### src/hw/fcq_pkg.sv
// Purpose: constants and carrier types for the frequency calibration and phase qualify block
// Assumes: 24-bit registers at byte-wide register indices
// Notes: every offset, field position and non-zero reset value lives here
package fcq_pkg;

   // ==========================================================
   // register map
   localparam logic [7:0] ADDR_FREQ_CALIB_CONTROL = 8'h0F;
   localparam logic [7:0] ADDR_AMP_THR_HIGH_MEAS = 8'h10;
   localparam logic [7:0] ADDR_AMP_THR_LOW_TRIM = 8'h11;
   localparam logic [7:0] ADDR_SEQ_COMPARE_ONE = 8'h13;

   // ==========================================================
   // field positions, control register
   localparam int POS_PHASE_FREQ_CORRECT_ENABLE = 23;
   localparam int POS_CALIB_BLOCK_ENABLE = 22;
   localparam int POS_CORRECTION_SOURCE_SELECT = 21;
   localparam int POS_DIVIDE_EXP_HI = 20;
   localparam int POS_DIVIDE_EXP_LO = 17;
   localparam int POS_CALIB_START = 16;
   localparam int POS_CTRL_RESERVED = 15;
   localparam int POS_VALUE_HI = 14;
   // threshold byte of either amplitude register (high half at 10h, low half at 11h) and the shared bit 15 flags
   localparam int POS_THR_BYTE_HI = 23;
   localparam int POS_THR_BYTE_LO = 16;
   localparam int POS_FLAG15 = 15;
   // sequencer compare register
   localparam int POS_CMP_ONE_HI = 18;
   localparam int POS_CMP_ONE_LO = 3;
   localparam int POS_MUX_SEL_HI = 2;

   // ==========================================================
   // reset values and the forced invalid phase
   localparam logic [3:0] RST_DIVIDE_EXP = 4'hA;
   localparam logic [14:0] RST_REF_COUNT_LIMIT = 15'h4C4B;
   localparam logic [14:0] RST_MEASURED_FREQ = 15'h4000;
   localparam logic [15:0] PHASE_INVALID = 16'hFFFF;
   // unity gain of the correction value
   localparam int CORR_FRAC_BITS = 14;
   localparam logic [14:0] CORR_MAX = 15'h7FFF;

   // ==========================================================
   // timing
   localparam int CLK_FREQ_HZ = 40000000;
   localparam int DIV_NUM_BITS = 44;
   localparam int PERIOD_CNT_BITS = 32;

   typedef enum logic [2:0] {
      CAL_IDLE,
      CAL_WAIT_EDGE,
      CAL_COUNT,
      CAL_DIVIDE
   } fcq_cal_state_e;

   // register read or write request as handed over by the serial interface
   typedef struct packed {
      logic [7:0] addr;
      logic [23:0] data;
   } fcq_reg_req_s;

   // one depth sample
   typedef struct packed {
      logic [15:0] phase;
      logic [15:0] amplitude;
      logic overload;
   } fcq_sample_s;

endpackage

### src/hw/fcq_freq_calib_phase_qualify.sv
// Purpose: frequency calibration against an external reference and phase output qualification
// Assumes: register requests arrive already decoded from the serial interface; reference
//          pin is synchronous to clk
// Notes: measured value = 4000h * expected / observed system clocks per reference period
//
// Behaviour
// - bit 23 of the control register turns frequency correction of the phase output on or off.
// - bit 22 enables the calibration block, and clearing it stops any measurement.
// - bit 21 chooses the trimmed value (0) or the measured value (1) for correction.
// - the 15-bit reference count limit, reset 4C4Bh, gives divided ticks per reference period.
// - writing 1 to bit 16 starts one calibration measurement.
// - with continuous calibration set the block measures again and again, else only on start.
// - a read-only 15-bit field, reset 4000h, holds the measured correction value.
// - a read-only 15-bit field presents the trimmed correction value.
// - a 16-bit amplitude threshold split over two registers forces phase to FFFFh below it.
// - with overload gating enabled the phase output is gated while the overload flag is 1.
`timescale 1ns/1ps

module fcq_freq_calib_phase_qualify #(
   parameter int VALUE_W = 15
) (
   // clock, reset, enable
   input wire logic clk,
   input wire logic nrst,
   input wire logic ce,
   // register access from the serial interface
   input wire logic regWrite,
   input wire logic regRead,
   input wire fcq_pkg::fcq_reg_req_s regReq,
   output logic [23:0] regRdata,
   // trim and reference
   input wire logic [VALUE_W-1:0] trimmedFreqValue,
   input wire logic referenceClockPin,
   // depth samples in
   input wire logic sampleValid,
   input wire fcq_pkg::fcq_sample_s sampleIn,
   // qualified phase out and calibration busy
   output logic phaseOutValid,
   output logic [15:0] phaseOut,
   output logic calibBusy
);

   // ==========================================================
   // reset synchroniser
   logic rstMeta;
   logic rstSync;

   always_ff @(posedge clk or negedge nrst) begin
      if (!nrst) begin
         rstMeta <= 1'b0;
         rstSync <= 1'b0;
      end else begin
         rstMeta <= 1'b1;
         rstSync <= rstMeta;
      end
   end

   logic rstN;
   assign rstN = rstSync;

   // ==========================================================
   // registers
   logic phaseFreqCorrectEnable;
   logic calibBlockEnable;
   logic correctionSourceSelect;
   logic [3:0] sysclkDivideExponent;
   logic calibStart;
   logic [14:0] refCountLimit;
   logic [15:0] minAmplitudeThreshold;
   logic continuousCalibEnable;
   logic overloadGateDisable;
   logic [15:0] seqCompareThresholdOne;
   logic [2:0] comparatorInputSelect;
   logic [VALUE_W-1:0] measuredFreqValue;
   logic calibDone;

   logic wrCtrl;
   assign wrCtrl = regWrite && regReq.addr == fcq_pkg::ADDR_FREQ_CALIB_CONTROL;

   always_ff @(posedge clk or negedge rstN) begin
      if (!rstN) begin
         phaseFreqCorrectEnable <= 1'b0;
         calibBlockEnable <= 1'b0;
         correctionSourceSelect <= 1'b0;
         sysclkDivideExponent <= fcq_pkg::RST_DIVIDE_EXP;
         refCountLimit <= fcq_pkg::RST_REF_COUNT_LIMIT;
      end else if (ce && wrCtrl) begin
         phaseFreqCorrectEnable <= regReq.data[fcq_pkg::POS_PHASE_FREQ_CORRECT_ENABLE];
         calibBlockEnable <= regReq.data[fcq_pkg::POS_CALIB_BLOCK_ENABLE];
         correctionSourceSelect <= regReq.data[fcq_pkg::POS_CORRECTION_SOURCE_SELECT];
         sysclkDivideExponent <=
            regReq.data[fcq_pkg::POS_DIVIDE_EXP_HI:fcq_pkg::POS_DIVIDE_EXP_LO];
         refCountLimit <= regReq.data[fcq_pkg::POS_VALUE_HI:0];
      end
   end

   // start stays set until the measurement it launched is done or the block is disabled; any control write reloads it from bit 16 and wins
   always_ff @(posedge clk or negedge rstN) begin
      if (!rstN) begin
         calibStart <= 1'b0;
      end else if (ce) begin
         if (wrCtrl) begin
            calibStart <= regReq.data[fcq_pkg::POS_CALIB_START];
         end else if (calibDone || !calibBlockEnable) begin
            calibStart <= 1'b0;
         end
      end
   end

   always_ff @(posedge clk or negedge rstN) begin
      if (!rstN) begin
         minAmplitudeThreshold <= 16'h0000;
         continuousCalibEnable <= 1'b0;
         overloadGateDisable <= 1'b0;
         seqCompareThresholdOne <= 16'h0000;
         comparatorInputSelect <= 3'h0;
      end else if (ce && regWrite) begin
         case (regReq.addr)
            fcq_pkg::ADDR_AMP_THR_HIGH_MEAS: begin
               minAmplitudeThreshold[15:8] <=
                  regReq.data[fcq_pkg::POS_THR_BYTE_HI:fcq_pkg::POS_THR_BYTE_LO];
               continuousCalibEnable <= regReq.data[fcq_pkg::POS_FLAG15];
            end
            fcq_pkg::ADDR_AMP_THR_LOW_TRIM: begin
               minAmplitudeThreshold[7:0] <=
                  regReq.data[fcq_pkg::POS_THR_BYTE_HI:fcq_pkg::POS_THR_BYTE_LO];
               overloadGateDisable <= regReq.data[fcq_pkg::POS_FLAG15];
            end
            fcq_pkg::ADDR_SEQ_COMPARE_ONE: begin
               seqCompareThresholdOne <=
                  regReq.data[fcq_pkg::POS_CMP_ONE_HI:fcq_pkg::POS_CMP_ONE_LO];
               comparatorInputSelect <= regReq.data[fcq_pkg::POS_MUX_SEL_HI:0];
            end
            default: begin
            end
         endcase
      end
   end

   // ==========================================================
   // read path, registered; unmapped indices read zero
   always_ff @(posedge clk or negedge rstN) begin
      if (!rstN) begin
         regRdata <= 24'h000000;
      end else if (ce && regRead) begin
         case (regReq.addr)
            fcq_pkg::ADDR_FREQ_CALIB_CONTROL:
               regRdata <= {phaseFreqCorrectEnable, calibBlockEnable, correctionSourceSelect,
                            sysclkDivideExponent, calibStart, 1'b0, refCountLimit};
            fcq_pkg::ADDR_AMP_THR_HIGH_MEAS:
               regRdata <= {minAmplitudeThreshold[15:8], continuousCalibEnable,
                            measuredFreqValue};
            fcq_pkg::ADDR_AMP_THR_LOW_TRIM:
               regRdata <= {minAmplitudeThreshold[7:0], overloadGateDisable,
                            trimmedFreqValue};
            fcq_pkg::ADDR_SEQ_COMPARE_ONE:
               regRdata <= {5'h00, seqCompareThresholdOne, comparatorInputSelect};
            default:
               regRdata <= 24'h000000;
         endcase
      end
   end

   // ==========================================================
   // calibration: count system clocks over one reference period, then divide
   fcq_pkg::fcq_cal_state_e calState;
   logic refPrev;
   logic refRise;
   logic [fcq_pkg::PERIOD_CNT_BITS-1:0] periodCount;
   logic [fcq_pkg::DIV_NUM_BITS-1:0] divNum;
   logic [fcq_pkg::DIV_NUM_BITS-1:0] divQuot;
   logic [fcq_pkg::PERIOD_CNT_BITS:0] divRem;
   logic [5:0] divStep;
   logic wantMeasure;
   logic [fcq_pkg::PERIOD_CNT_BITS:0] next_divRem;

   assign refRise = referenceClockPin && !refPrev;
   // start is still set in the cycle after the last divide step; that must not launch a rerun
   assign wantMeasure = (calibStart && !calibDone) || continuousCalibEnable;
   assign next_divRem = {divRem[fcq_pkg::PERIOD_CNT_BITS-1:0],
                         divNum[fcq_pkg::DIV_NUM_BITS-1]};
   assign calibBusy = calState != fcq_pkg::CAL_IDLE;

   always_ff @(posedge clk or negedge rstN) begin
      if (!rstN) begin
         refPrev <= 1'b0;
      end else if (ce) begin
         refPrev <= referenceClockPin;
      end
   end

   always_ff @(posedge clk or negedge rstN) begin
      if (!rstN) begin
         calState <= fcq_pkg::CAL_IDLE;
         periodCount <= '0;
         divNum <= '0;
         divQuot <= '0;
         divRem <= '0;
         divStep <= 6'h00;
         calibDone <= 1'b0;
      end else if (ce) begin
         calibDone <= 1'b0;
         if (!calibBlockEnable) begin
            calState <= fcq_pkg::CAL_IDLE;
         end else begin
            case (calState)
               fcq_pkg::CAL_IDLE: begin
                  if (wantMeasure) begin
                     calState <= fcq_pkg::CAL_WAIT_EDGE;
                  end
               end
               fcq_pkg::CAL_WAIT_EDGE: begin
                  periodCount <= 32'h00000001;
                  if (refRise) begin
                     calState <= fcq_pkg::CAL_COUNT;
                  end
               end
               fcq_pkg::CAL_COUNT: begin
                  if (refRise) begin
                     // expected clocks per period = limit << exponent
                     divNum <= fcq_pkg::DIV_NUM_BITS'({29'h0, refCountLimit}) <<
                               (5'(sysclkDivideExponent) + 5'(fcq_pkg::CORR_FRAC_BITS));
                     divQuot <= '0;
                     divRem <= '0;
                     divStep <= 6'h00;
                     calState <= fcq_pkg::CAL_DIVIDE;
                  end else if (periodCount != 32'hFFFFFFFF) begin
                     periodCount <= periodCount + 32'h00000001;
                  end
               end
               fcq_pkg::CAL_DIVIDE: begin
                  divNum <= {divNum[fcq_pkg::DIV_NUM_BITS-2:0], 1'b0};
                  if (next_divRem >= {1'b0, periodCount}) begin
                     divRem <= next_divRem - {1'b0, periodCount};
                     divQuot <= {divQuot[fcq_pkg::DIV_NUM_BITS-2:0], 1'b1};
                  end else begin
                     divRem <= next_divRem;
                     divQuot <= {divQuot[fcq_pkg::DIV_NUM_BITS-2:0], 1'b0};
                  end
                  divStep <= divStep + 6'h01;
                  if (divStep == 6'(fcq_pkg::DIV_NUM_BITS - 1)) begin
                     calibDone <= 1'b1;
                     calState <= fcq_pkg::CAL_IDLE;
                  end
               end
               default: calState <= fcq_pkg::CAL_IDLE;
            endcase
         end
      end
   end

   // quotient is taken one cycle after the last step; saturates to the field width
   always_ff @(posedge clk or negedge rstN) begin
      if (!rstN) begin
         measuredFreqValue <= fcq_pkg::RST_MEASURED_FREQ;
      end else if (ce && calibDone) begin
         if (divQuot > fcq_pkg::DIV_NUM_BITS'(fcq_pkg::CORR_MAX)) begin
            measuredFreqValue <= fcq_pkg::CORR_MAX;
         end else begin
            measuredFreqValue <= divQuot[VALUE_W-1:0];
         end
      end
   end

   // ==========================================================
   // phase qualification
   logic [VALUE_W-1:0] corrValue;
   logic [15+VALUE_W:0] corrProduct;
   logic [15:0] correctedPhase;

   assign corrValue = correctionSourceSelect ? measuredFreqValue : trimmedFreqValue;
   assign corrProduct = {{VALUE_W{1'b0}}, sampleIn.phase} * {16'h0000, corrValue};

   // saturate rather than wrap: a wrapped phase would alias to a near distance
   always_comb begin
      if (corrProduct[15+VALUE_W:fcq_pkg::CORR_FRAC_BITS] > 32'(16'hFFFF)) begin
         correctedPhase = 16'hFFFE;
      end else begin
         correctedPhase = corrProduct[fcq_pkg::CORR_FRAC_BITS+15:fcq_pkg::CORR_FRAC_BITS];
      end
   end

   always_ff @(posedge clk or negedge rstN) begin
      if (!rstN) begin
         phaseOut <= 16'h0000;
         phaseOutValid <= 1'b0;
      end else if (ce) begin
         phaseOutValid <= sampleValid &&
                          (overloadGateDisable || !sampleIn.overload);
         if (sampleValid) begin
            if (sampleIn.amplitude < minAmplitudeThreshold) begin
               phaseOut <= fcq_pkg::PHASE_INVALID;
            end else if (phaseFreqCorrectEnable) begin
               phaseOut <= correctedPhase;
            end else begin
               phaseOut <= sampleIn.phase;
            end
         end
      end
   end

endmodule

### config.mk
export PLATFORM = sky130hd
export DESIGN_NAME = fcq_freq_calib_phase_qualify
export DESIGN_NICKNAME = d
export VERILOG_FILES = /design/src/hw/fcq_pkg.sv /design/src/hw/fcq_freq_calib_phase_qualify.sv
export SDC_FILE = /design/constraint.sdc
export NUM_CORES = 1
export LEC_CHECK = 0
export ABC_AREA = 0
export BUFFER_PORTS_ARGS = -buffer_cell sky130_fd_sc_hd__buf_2
export CORE_MARGIN = 4
export CORE_UTILIZATION = 55
export DETAILED_ROUTE_END_ITERATION = 10
export PLACE_DENSITY = 0.73
export SYNTH_ARGS = -nofsm -noshare
export SYNTH_HDL_FRONTEND = slang
export SYNTH_SLANG_ARGS = --single-unit
### constraint.sdc
create_clock -name clk -period 11.45 [get_ports clk]
set_input_delay 1.145 -clock clk [delete_from_list [all_inputs] [get_ports clk]]
set_output_delay 1.145 -clock clk [all_outputs]
set_load 0.01 [all_outputs]
* Word level (Yosys, flattened, before mapping)
Cells that the tools add are included.
** Word-level totals
- Register bits after elaboration :: 281
- Input port bits :: 87
- Output and inout port bits :: 42
** Cells by class
- Add/subtract/negate cells :: 4
- $mul :: 1
- Magnitude comparators :: 4
- Equal/unequal tests :: 16
- Shift-type cells :: 1
- Mux-type cells :: 30
- Reductions and logical operators :: 28
** Operator list (number)
- $pmux W44 S2 :: 2
- $mux W32 :: 4
- $pmux W32 S2 :: 2
- $pmux W24 S4 :: 1
- $mux W44 :: 2
- $mux W16 :: 3
- $gt A44 B15 Y1 const B :: 1
- $shl A15 B5 Y44 :: 1
- $ge A33 B32 Y1 :: 1
- $add A32 B1 Y32 const B :: 1
- $ne A32 B32 Y1 const B :: 1
- $sub A32 B32 Y32 :: 1
- $mul A16 B15 Y31 :: 1
- $mux W15 :: 2
- $eq A8 B5 Y1 const B :: 3
- $gt A17 B16 Y1 const B :: 1
- $lt A16 B16 Y1 :: 1
- $mux W3 :: 5
- $ne A3 B3 Y1 const B :: 4
- $pmux W3 S4 :: 1
- $pmux W6 S2 :: 1
- $reduce_and A2 Y1 :: 5
- $reduce_and A5 Y1 :: 2
- $eq A8 B4 Y1 const B :: 1
- other kinds (15) :: 37

* Longest topological paths before layout
- Word-level depth :: 6
- Depth in mapped cells :: 27
- Gate-level depth less buffers :: 24

* Least setup slack after synthesis
Ideal clock, no wire load.
- Path kind :: input-to-reg
- From :: input trimmedFreqValue[5]
- To :: register phaseOut[12]
- Arrival time :: 7.302 ns
- Data required time :: 11.383 ns
- Slack :: 4.081 ns
- Cell stages on the path :: 24
- Path buffers :: 2
- Cell sequence :: mux2i_1 clkbuf_1 nor2b_1 fa_1 inv_1 fa_1 inv_1 fa_1 fa_1 fa_1 inv_1 fa_1 inv_1 ha_1 a211oi_1 o21bai_1 a221o_1 a21oi_1 a211o_1 a211oi_2 or3_2 nand4_4 buf_4 o221a_1
** Between the ends
- Longest elaborated chain between the ends :: 6
** Ends and longest elaborated chain
- start: declaration :: RTL line fcq_freq_calib_phase_qualify.sv:32 : input wire logic [VALUE_W-1:0] trimmedFreqValue,
- $mux W15 (*) :: RTL line fcq_freq_calib_phase_qualify.sv:271 : assign corrValue = correctionSourceSelect ? measuredFreqValue : trimmedFreqValue;
- $mul A16 B15 Y31 (*) :: RTL line fcq_freq_calib_phase_qualify.sv:272 : assign corrProduct = {{VALUE_W{1'b0}}, sampleIn.phase} * {16'h0000, corrValue};
- $gt A17 B16 Y1 :: RTL line fcq_freq_calib_phase_qualify.sv:276 : if (corrProduct[15+VALUE_W:fcq_pkg::CORR_FRAC_BITS] > 32'(16'hFFFF)) begin
- $mux W16 (*) :: RTL line fcq_freq_calib_phase_qualify.sv:276
- $mux W16 (*) :: RTL line fcq_freq_calib_phase_qualify.sv:293 : end else if (phaseFreqCorrectEnable) begin
- $mux W16 (*) :: RTL line fcq_freq_calib_phase_qualify.sv:291 : if (sampleIn.amplitude < minAmplitudeThreshold) begin
- end signal: assignment :: RTL line fcq_freq_calib_phase_qualify.sv:292 : phaseOut <= fcq_pkg::PHASE_INVALID;
- end signal: assignment :: RTL line fcq_freq_calib_phase_qualify.sv:294 : phaseOut <= correctedPhase;
- end signal: assignment :: RTL line fcq_freq_calib_phase_qualify.sv:296 : phaseOut <= sampleIn.phase;
- end: declaration :: RTL line fcq_freq_calib_phase_qualify.sv:39 : output logic [15:0] phaseOut,
Every way passes the cells marked *; elsewhere a longest branch is shown, timed or not.
A chain may end at the register's enable or synchronous reset.

* Worst setup path after layout
- From :: register correctionSourceSelect
- To :: register phaseOut[3]
** Between the ends
- Longest elaborated chain between the ends :: 6
** Ends and longest elaborated chain
- start: declaration :: RTL line fcq_freq_calib_phase_qualify.sv:65 : logic correctionSourceSelect;
- start signal: assignment :: RTL line fcq_freq_calib_phase_qualify.sv:90 : correctionSourceSelect <= regReq.data[fcq_pkg::POS_CORRECTION_SOURCE_SELECT];
- $mux W15 (*) :: RTL line fcq_freq_calib_phase_qualify.sv:271
- $mul A16 B15 Y31 (*) :: RTL line fcq_freq_calib_phase_qualify.sv:272
- $gt A17 B16 Y1 :: RTL line fcq_freq_calib_phase_qualify.sv:276
- $mux W16 (*) :: RTL line fcq_freq_calib_phase_qualify.sv:276
- $mux W16 (*) :: RTL line fcq_freq_calib_phase_qualify.sv:293
- $mux W16 (*) :: RTL line fcq_freq_calib_phase_qualify.sv:291
Marked as above.

==> impl_metrics.yaml <==
outcome:
  status: "completed"
clocking:
  cts_buffer_depth: 3
  clock-root-buffer: "clkbuf_16"
  clk_pin_slew_worst_paths_ps: 60
  postCtsSetupRepairBufs: 0
  clock_sinks: 280
  cts_tree: "yes"
  postCtsHoldBufs: 0
  insertion_delay_ps: 590
  cts.repair.resized: 0
  cts_max_level: 1
  cts_inserted_buffers: 31
layout:
  fin_nets: 2930
  regArea_mm2: 0.00702
  multiInputGateArea_mm2: 0.0143
  fill_cells: 3467
  synthToLayoutAreaGrowth_pct: 9.41
  final_cells: 3075
  final_layout_size_suffix_gt1_share_pct: 12.0
pwr:
  p_leak_uw: 0.0122
  powerDensity_mw_per_mm2: 263
  finalPower_uw: 6560
  ir_drop_uv: 324
timing:
  final-setup-viol-count: 0
  whs_ps: 328
  fin_crit_sh_pct: 68.6
  grt_setup_unrepaired: "no"
  fmax_ghz: 0.127
  fin_tns_setup_ps: 0
  tightest_slew_ps: 1250
  slew_headroom_pct: 16.4
  hold_violations: 0
  fin_skew_ps: 11.3
  min_period_ps: 7850
  drv_slew: 0
placement:
  gp_congestion: 0.948
  dp.cells: 3016
  io_buffers: 128
  dpl.hpwl_um: 43400
setup_path:
  crit_type: "reg2reg"
  crit_buf_inv: 4
  endpoint_kind: "flop"
  required_ps: 11920
  crit_fanout: 17
  cp_top_family: "adder cells"
  critPathMaxStageDelay_ps: 990
  slowest_stage: "dfrtp_1"
  critPathLaunchType: "flop"
  worstPathCellList: "mux2i_2 -> nor2b_1 -> fa_1 -> inv_1 -> fa_1 -> inv_1 -> fa_1 -> fa_1 -> fa_1 -> inv_1 -> fa_1 -> inv_1 -> ha_1 -> a211oi_1 -> o21bai_1 -> a221o_1 -> a21oi_1 -> a211o_1 -> a211oi_2 -> o21ai_1 -> nand4_4 -> o221a_1"
  cp.arrival_ps: 8320
  crit_path_frequent_cell: "fa_1"
worst_hold_path:
  hold_path_class: "in2async"
floorplan:
  die_y_um: 212
  start_util_pct: 55.7
  die_area_mm2: 0.0448
  fp.dieW_um: 212
  core-area_mm2: 0.0409
  rows: 74
  io_pins: 129
synthesis:
  yosys_warnings: 0
  synthCells: 2454
  synth.avg_cell_area_um2: 9.30
  async_flop_share_pct: 100
  ys_types: 76
  synth_commonest_cells: "nand2_1, inv_1, dfrtp_1"
  yosysSeqAreaShare_pct: 30.8
  synth_area_mm2: 0.0228
  yosys.area.top_type_share_pct: 29.6
  synth.most_common_cell: "nand2_1"
  synth_top_area_cell: "dfrtp_1"
  synth_edf_count: 0
  synthTopCellsByArea: "dfrtp_1, fa_1, ha_1"
  synth-seq-cells: 280
  synth_nets: 2867
  synth_ff_type: "dfrtp_1"
route:
  first_iter_violations: 1447
  drcViolationCount: 0
  postRouteAntennaNets: 0
  vias: 18300
  wirelength_um: 60100
  drt-pass1-iter-count: 7
  drt-wirelength-per-cell_um: 19.5
  viasPerCell: 5.95
grt:
  track_usage_pct: 27.1
  antenna_found_initial: 3
  first_global_vias: 18800
  grt_pass1_wl_um: 99100
  grt_max_degree: 168
  overflow: 0
flow_run:
  cap_violations: 0
==> layout by cell type, fill, tap and decap left out, types with 33 or more instances in the layout <==
master    Yosys  routed
a21o_1       34      34
a21oi_1      89      89
and2_1       66      66
buf_2         4     128
dfrtp_1     270     269
fa_1        180     180
ha_1        146     145
inv_1       278     278
mux2_2       69      69
mux2i_1      49      47
nand2_1     326     326
nand2b_1     33      33
nand3_1      76      75
nor2_1      138     137
nor2b_1      90      89
o21ai_0      81      81
o21ai_1      33      33
xnor2_1      57      57
==> cells by family (layout without fill, tap and decap cells) <==
family	after synthesis	in the layout	share of synthesized area (%)
and+or+nand+nor	832	832	17.4
AOI/OAI and AO/OA	420	420	12.6
buffers and inverters	397	484	6.67
adders and majority gates	326	326	23.8
DFF	280	280	30.8
muxes	120	120	5.71
xor gates and xnor gates	78	78	2.99
other	1	3	0.0164
==> registers in the layout, indices dropped and copies added, names as in the netlist, 6 cells and up <==
signal                  flops
divNum                     44
divRem                     32
minAmplitudeThreshold      16
phaseOut                   16
measuredFreqValue          15
periodCount                32
regRdata                   24
seqCompareThresholdOne     16
divQuot                    44
refCountLimit              15
divStep                     6
==> where the power goes <==
part | leakage [µW] | switching, µW | internal, µW
Combinational | 0.00802 | 2470 | 1760
Sequential | 0.00366 | 120 | 1130
Clock | 0.000529 | 438 | 636
Total | 0.0122 | 3030 | 3530
==> stage by stage <==
stage / util [%] / instance area, µm² / worst slack, ps
after floorplan: - / 22800 / 3090
after global placement: 58.3 / 23900 / 3380
after detailed placement: 58.3 / 23900 / 3170
after CTS: 61.0 / 24900 / 3280
after global routing: 61.0 / 25000 / 3270
final: 61.0 / 25000 / 3600
==> area by class of cell <==
class                      instances  area share (%)
antenna                            2          0.0201
clock buffer                      39            3.35
clock inverter                    18            1.04
inverter                         279            4.20
multi-input combinational       1777            57.4
sequential                       280            28.1
tap                              532            2.67
timing repair buffer             148            3.22
==> worst paths after layout <==
kind                            cells past startpoint                                endpoint  slack, ps                                from
min in group clk                                    0                          rstN$_DFF_PN0_        360                   rstMeta$_DFF_PN0_
worst max register to register                     22                 phaseOut[3]$_DFFE_PN0P_       3600  correctionSourceSelect$_DFFE_PN0P_
worst min register to register                      0  seqCompareThresholdOne[13]$_DFFE_PN0P_        340                      rstN$_DFF_PN0_
max in group asynchronous                           1                 divQuot[20]$_DFFE_PN0P_       9740                      rstN$_DFF_PN0_
worst max-delay path                               22                 phaseOut[3]$_DFFE_PN0P_       3600  correctionSourceSelect$_DFFE_PN0P_
worst min-delay path                                1                          rstN$_DFF_PN0_        330                                nrst
==> per-layer routing <==
| metal | vias up | global-route usage [%] | part of all wire, % |
|---|---|---|---|
| met1 | 9107 | 37.7 | 43 |
| li1 | 8360 | - | - |
| met4 | 2 | 8.88 | 3.3 |
| met5 | - | 0 | 0.020 |
| met3 | 134 | 4.37 | 6.9 |
| met2 | 680 | 43.9 | 46 |
==> worst reg2reg max path, stage by stage, from the launching register on <==
cell and delay [ps]:
dfrtp_1 990, mux2i_2 880, nor2b_1 150, fa_1 530, inv_1 60, fa_1 540
inv_1 60, fa_1 530, fa_1 440, fa_1 540, inv_1 50, fa_1 530
inv_1 40, ha_1 310, a211oi_1 230, o21bai_1 120, a221o_1 330, a21oi_1 180
a211o_1 230, a211oi_2 90, o21ai_1 280, nand4_4 290, o221a_1 320
(Power assumes the default switching activity.)
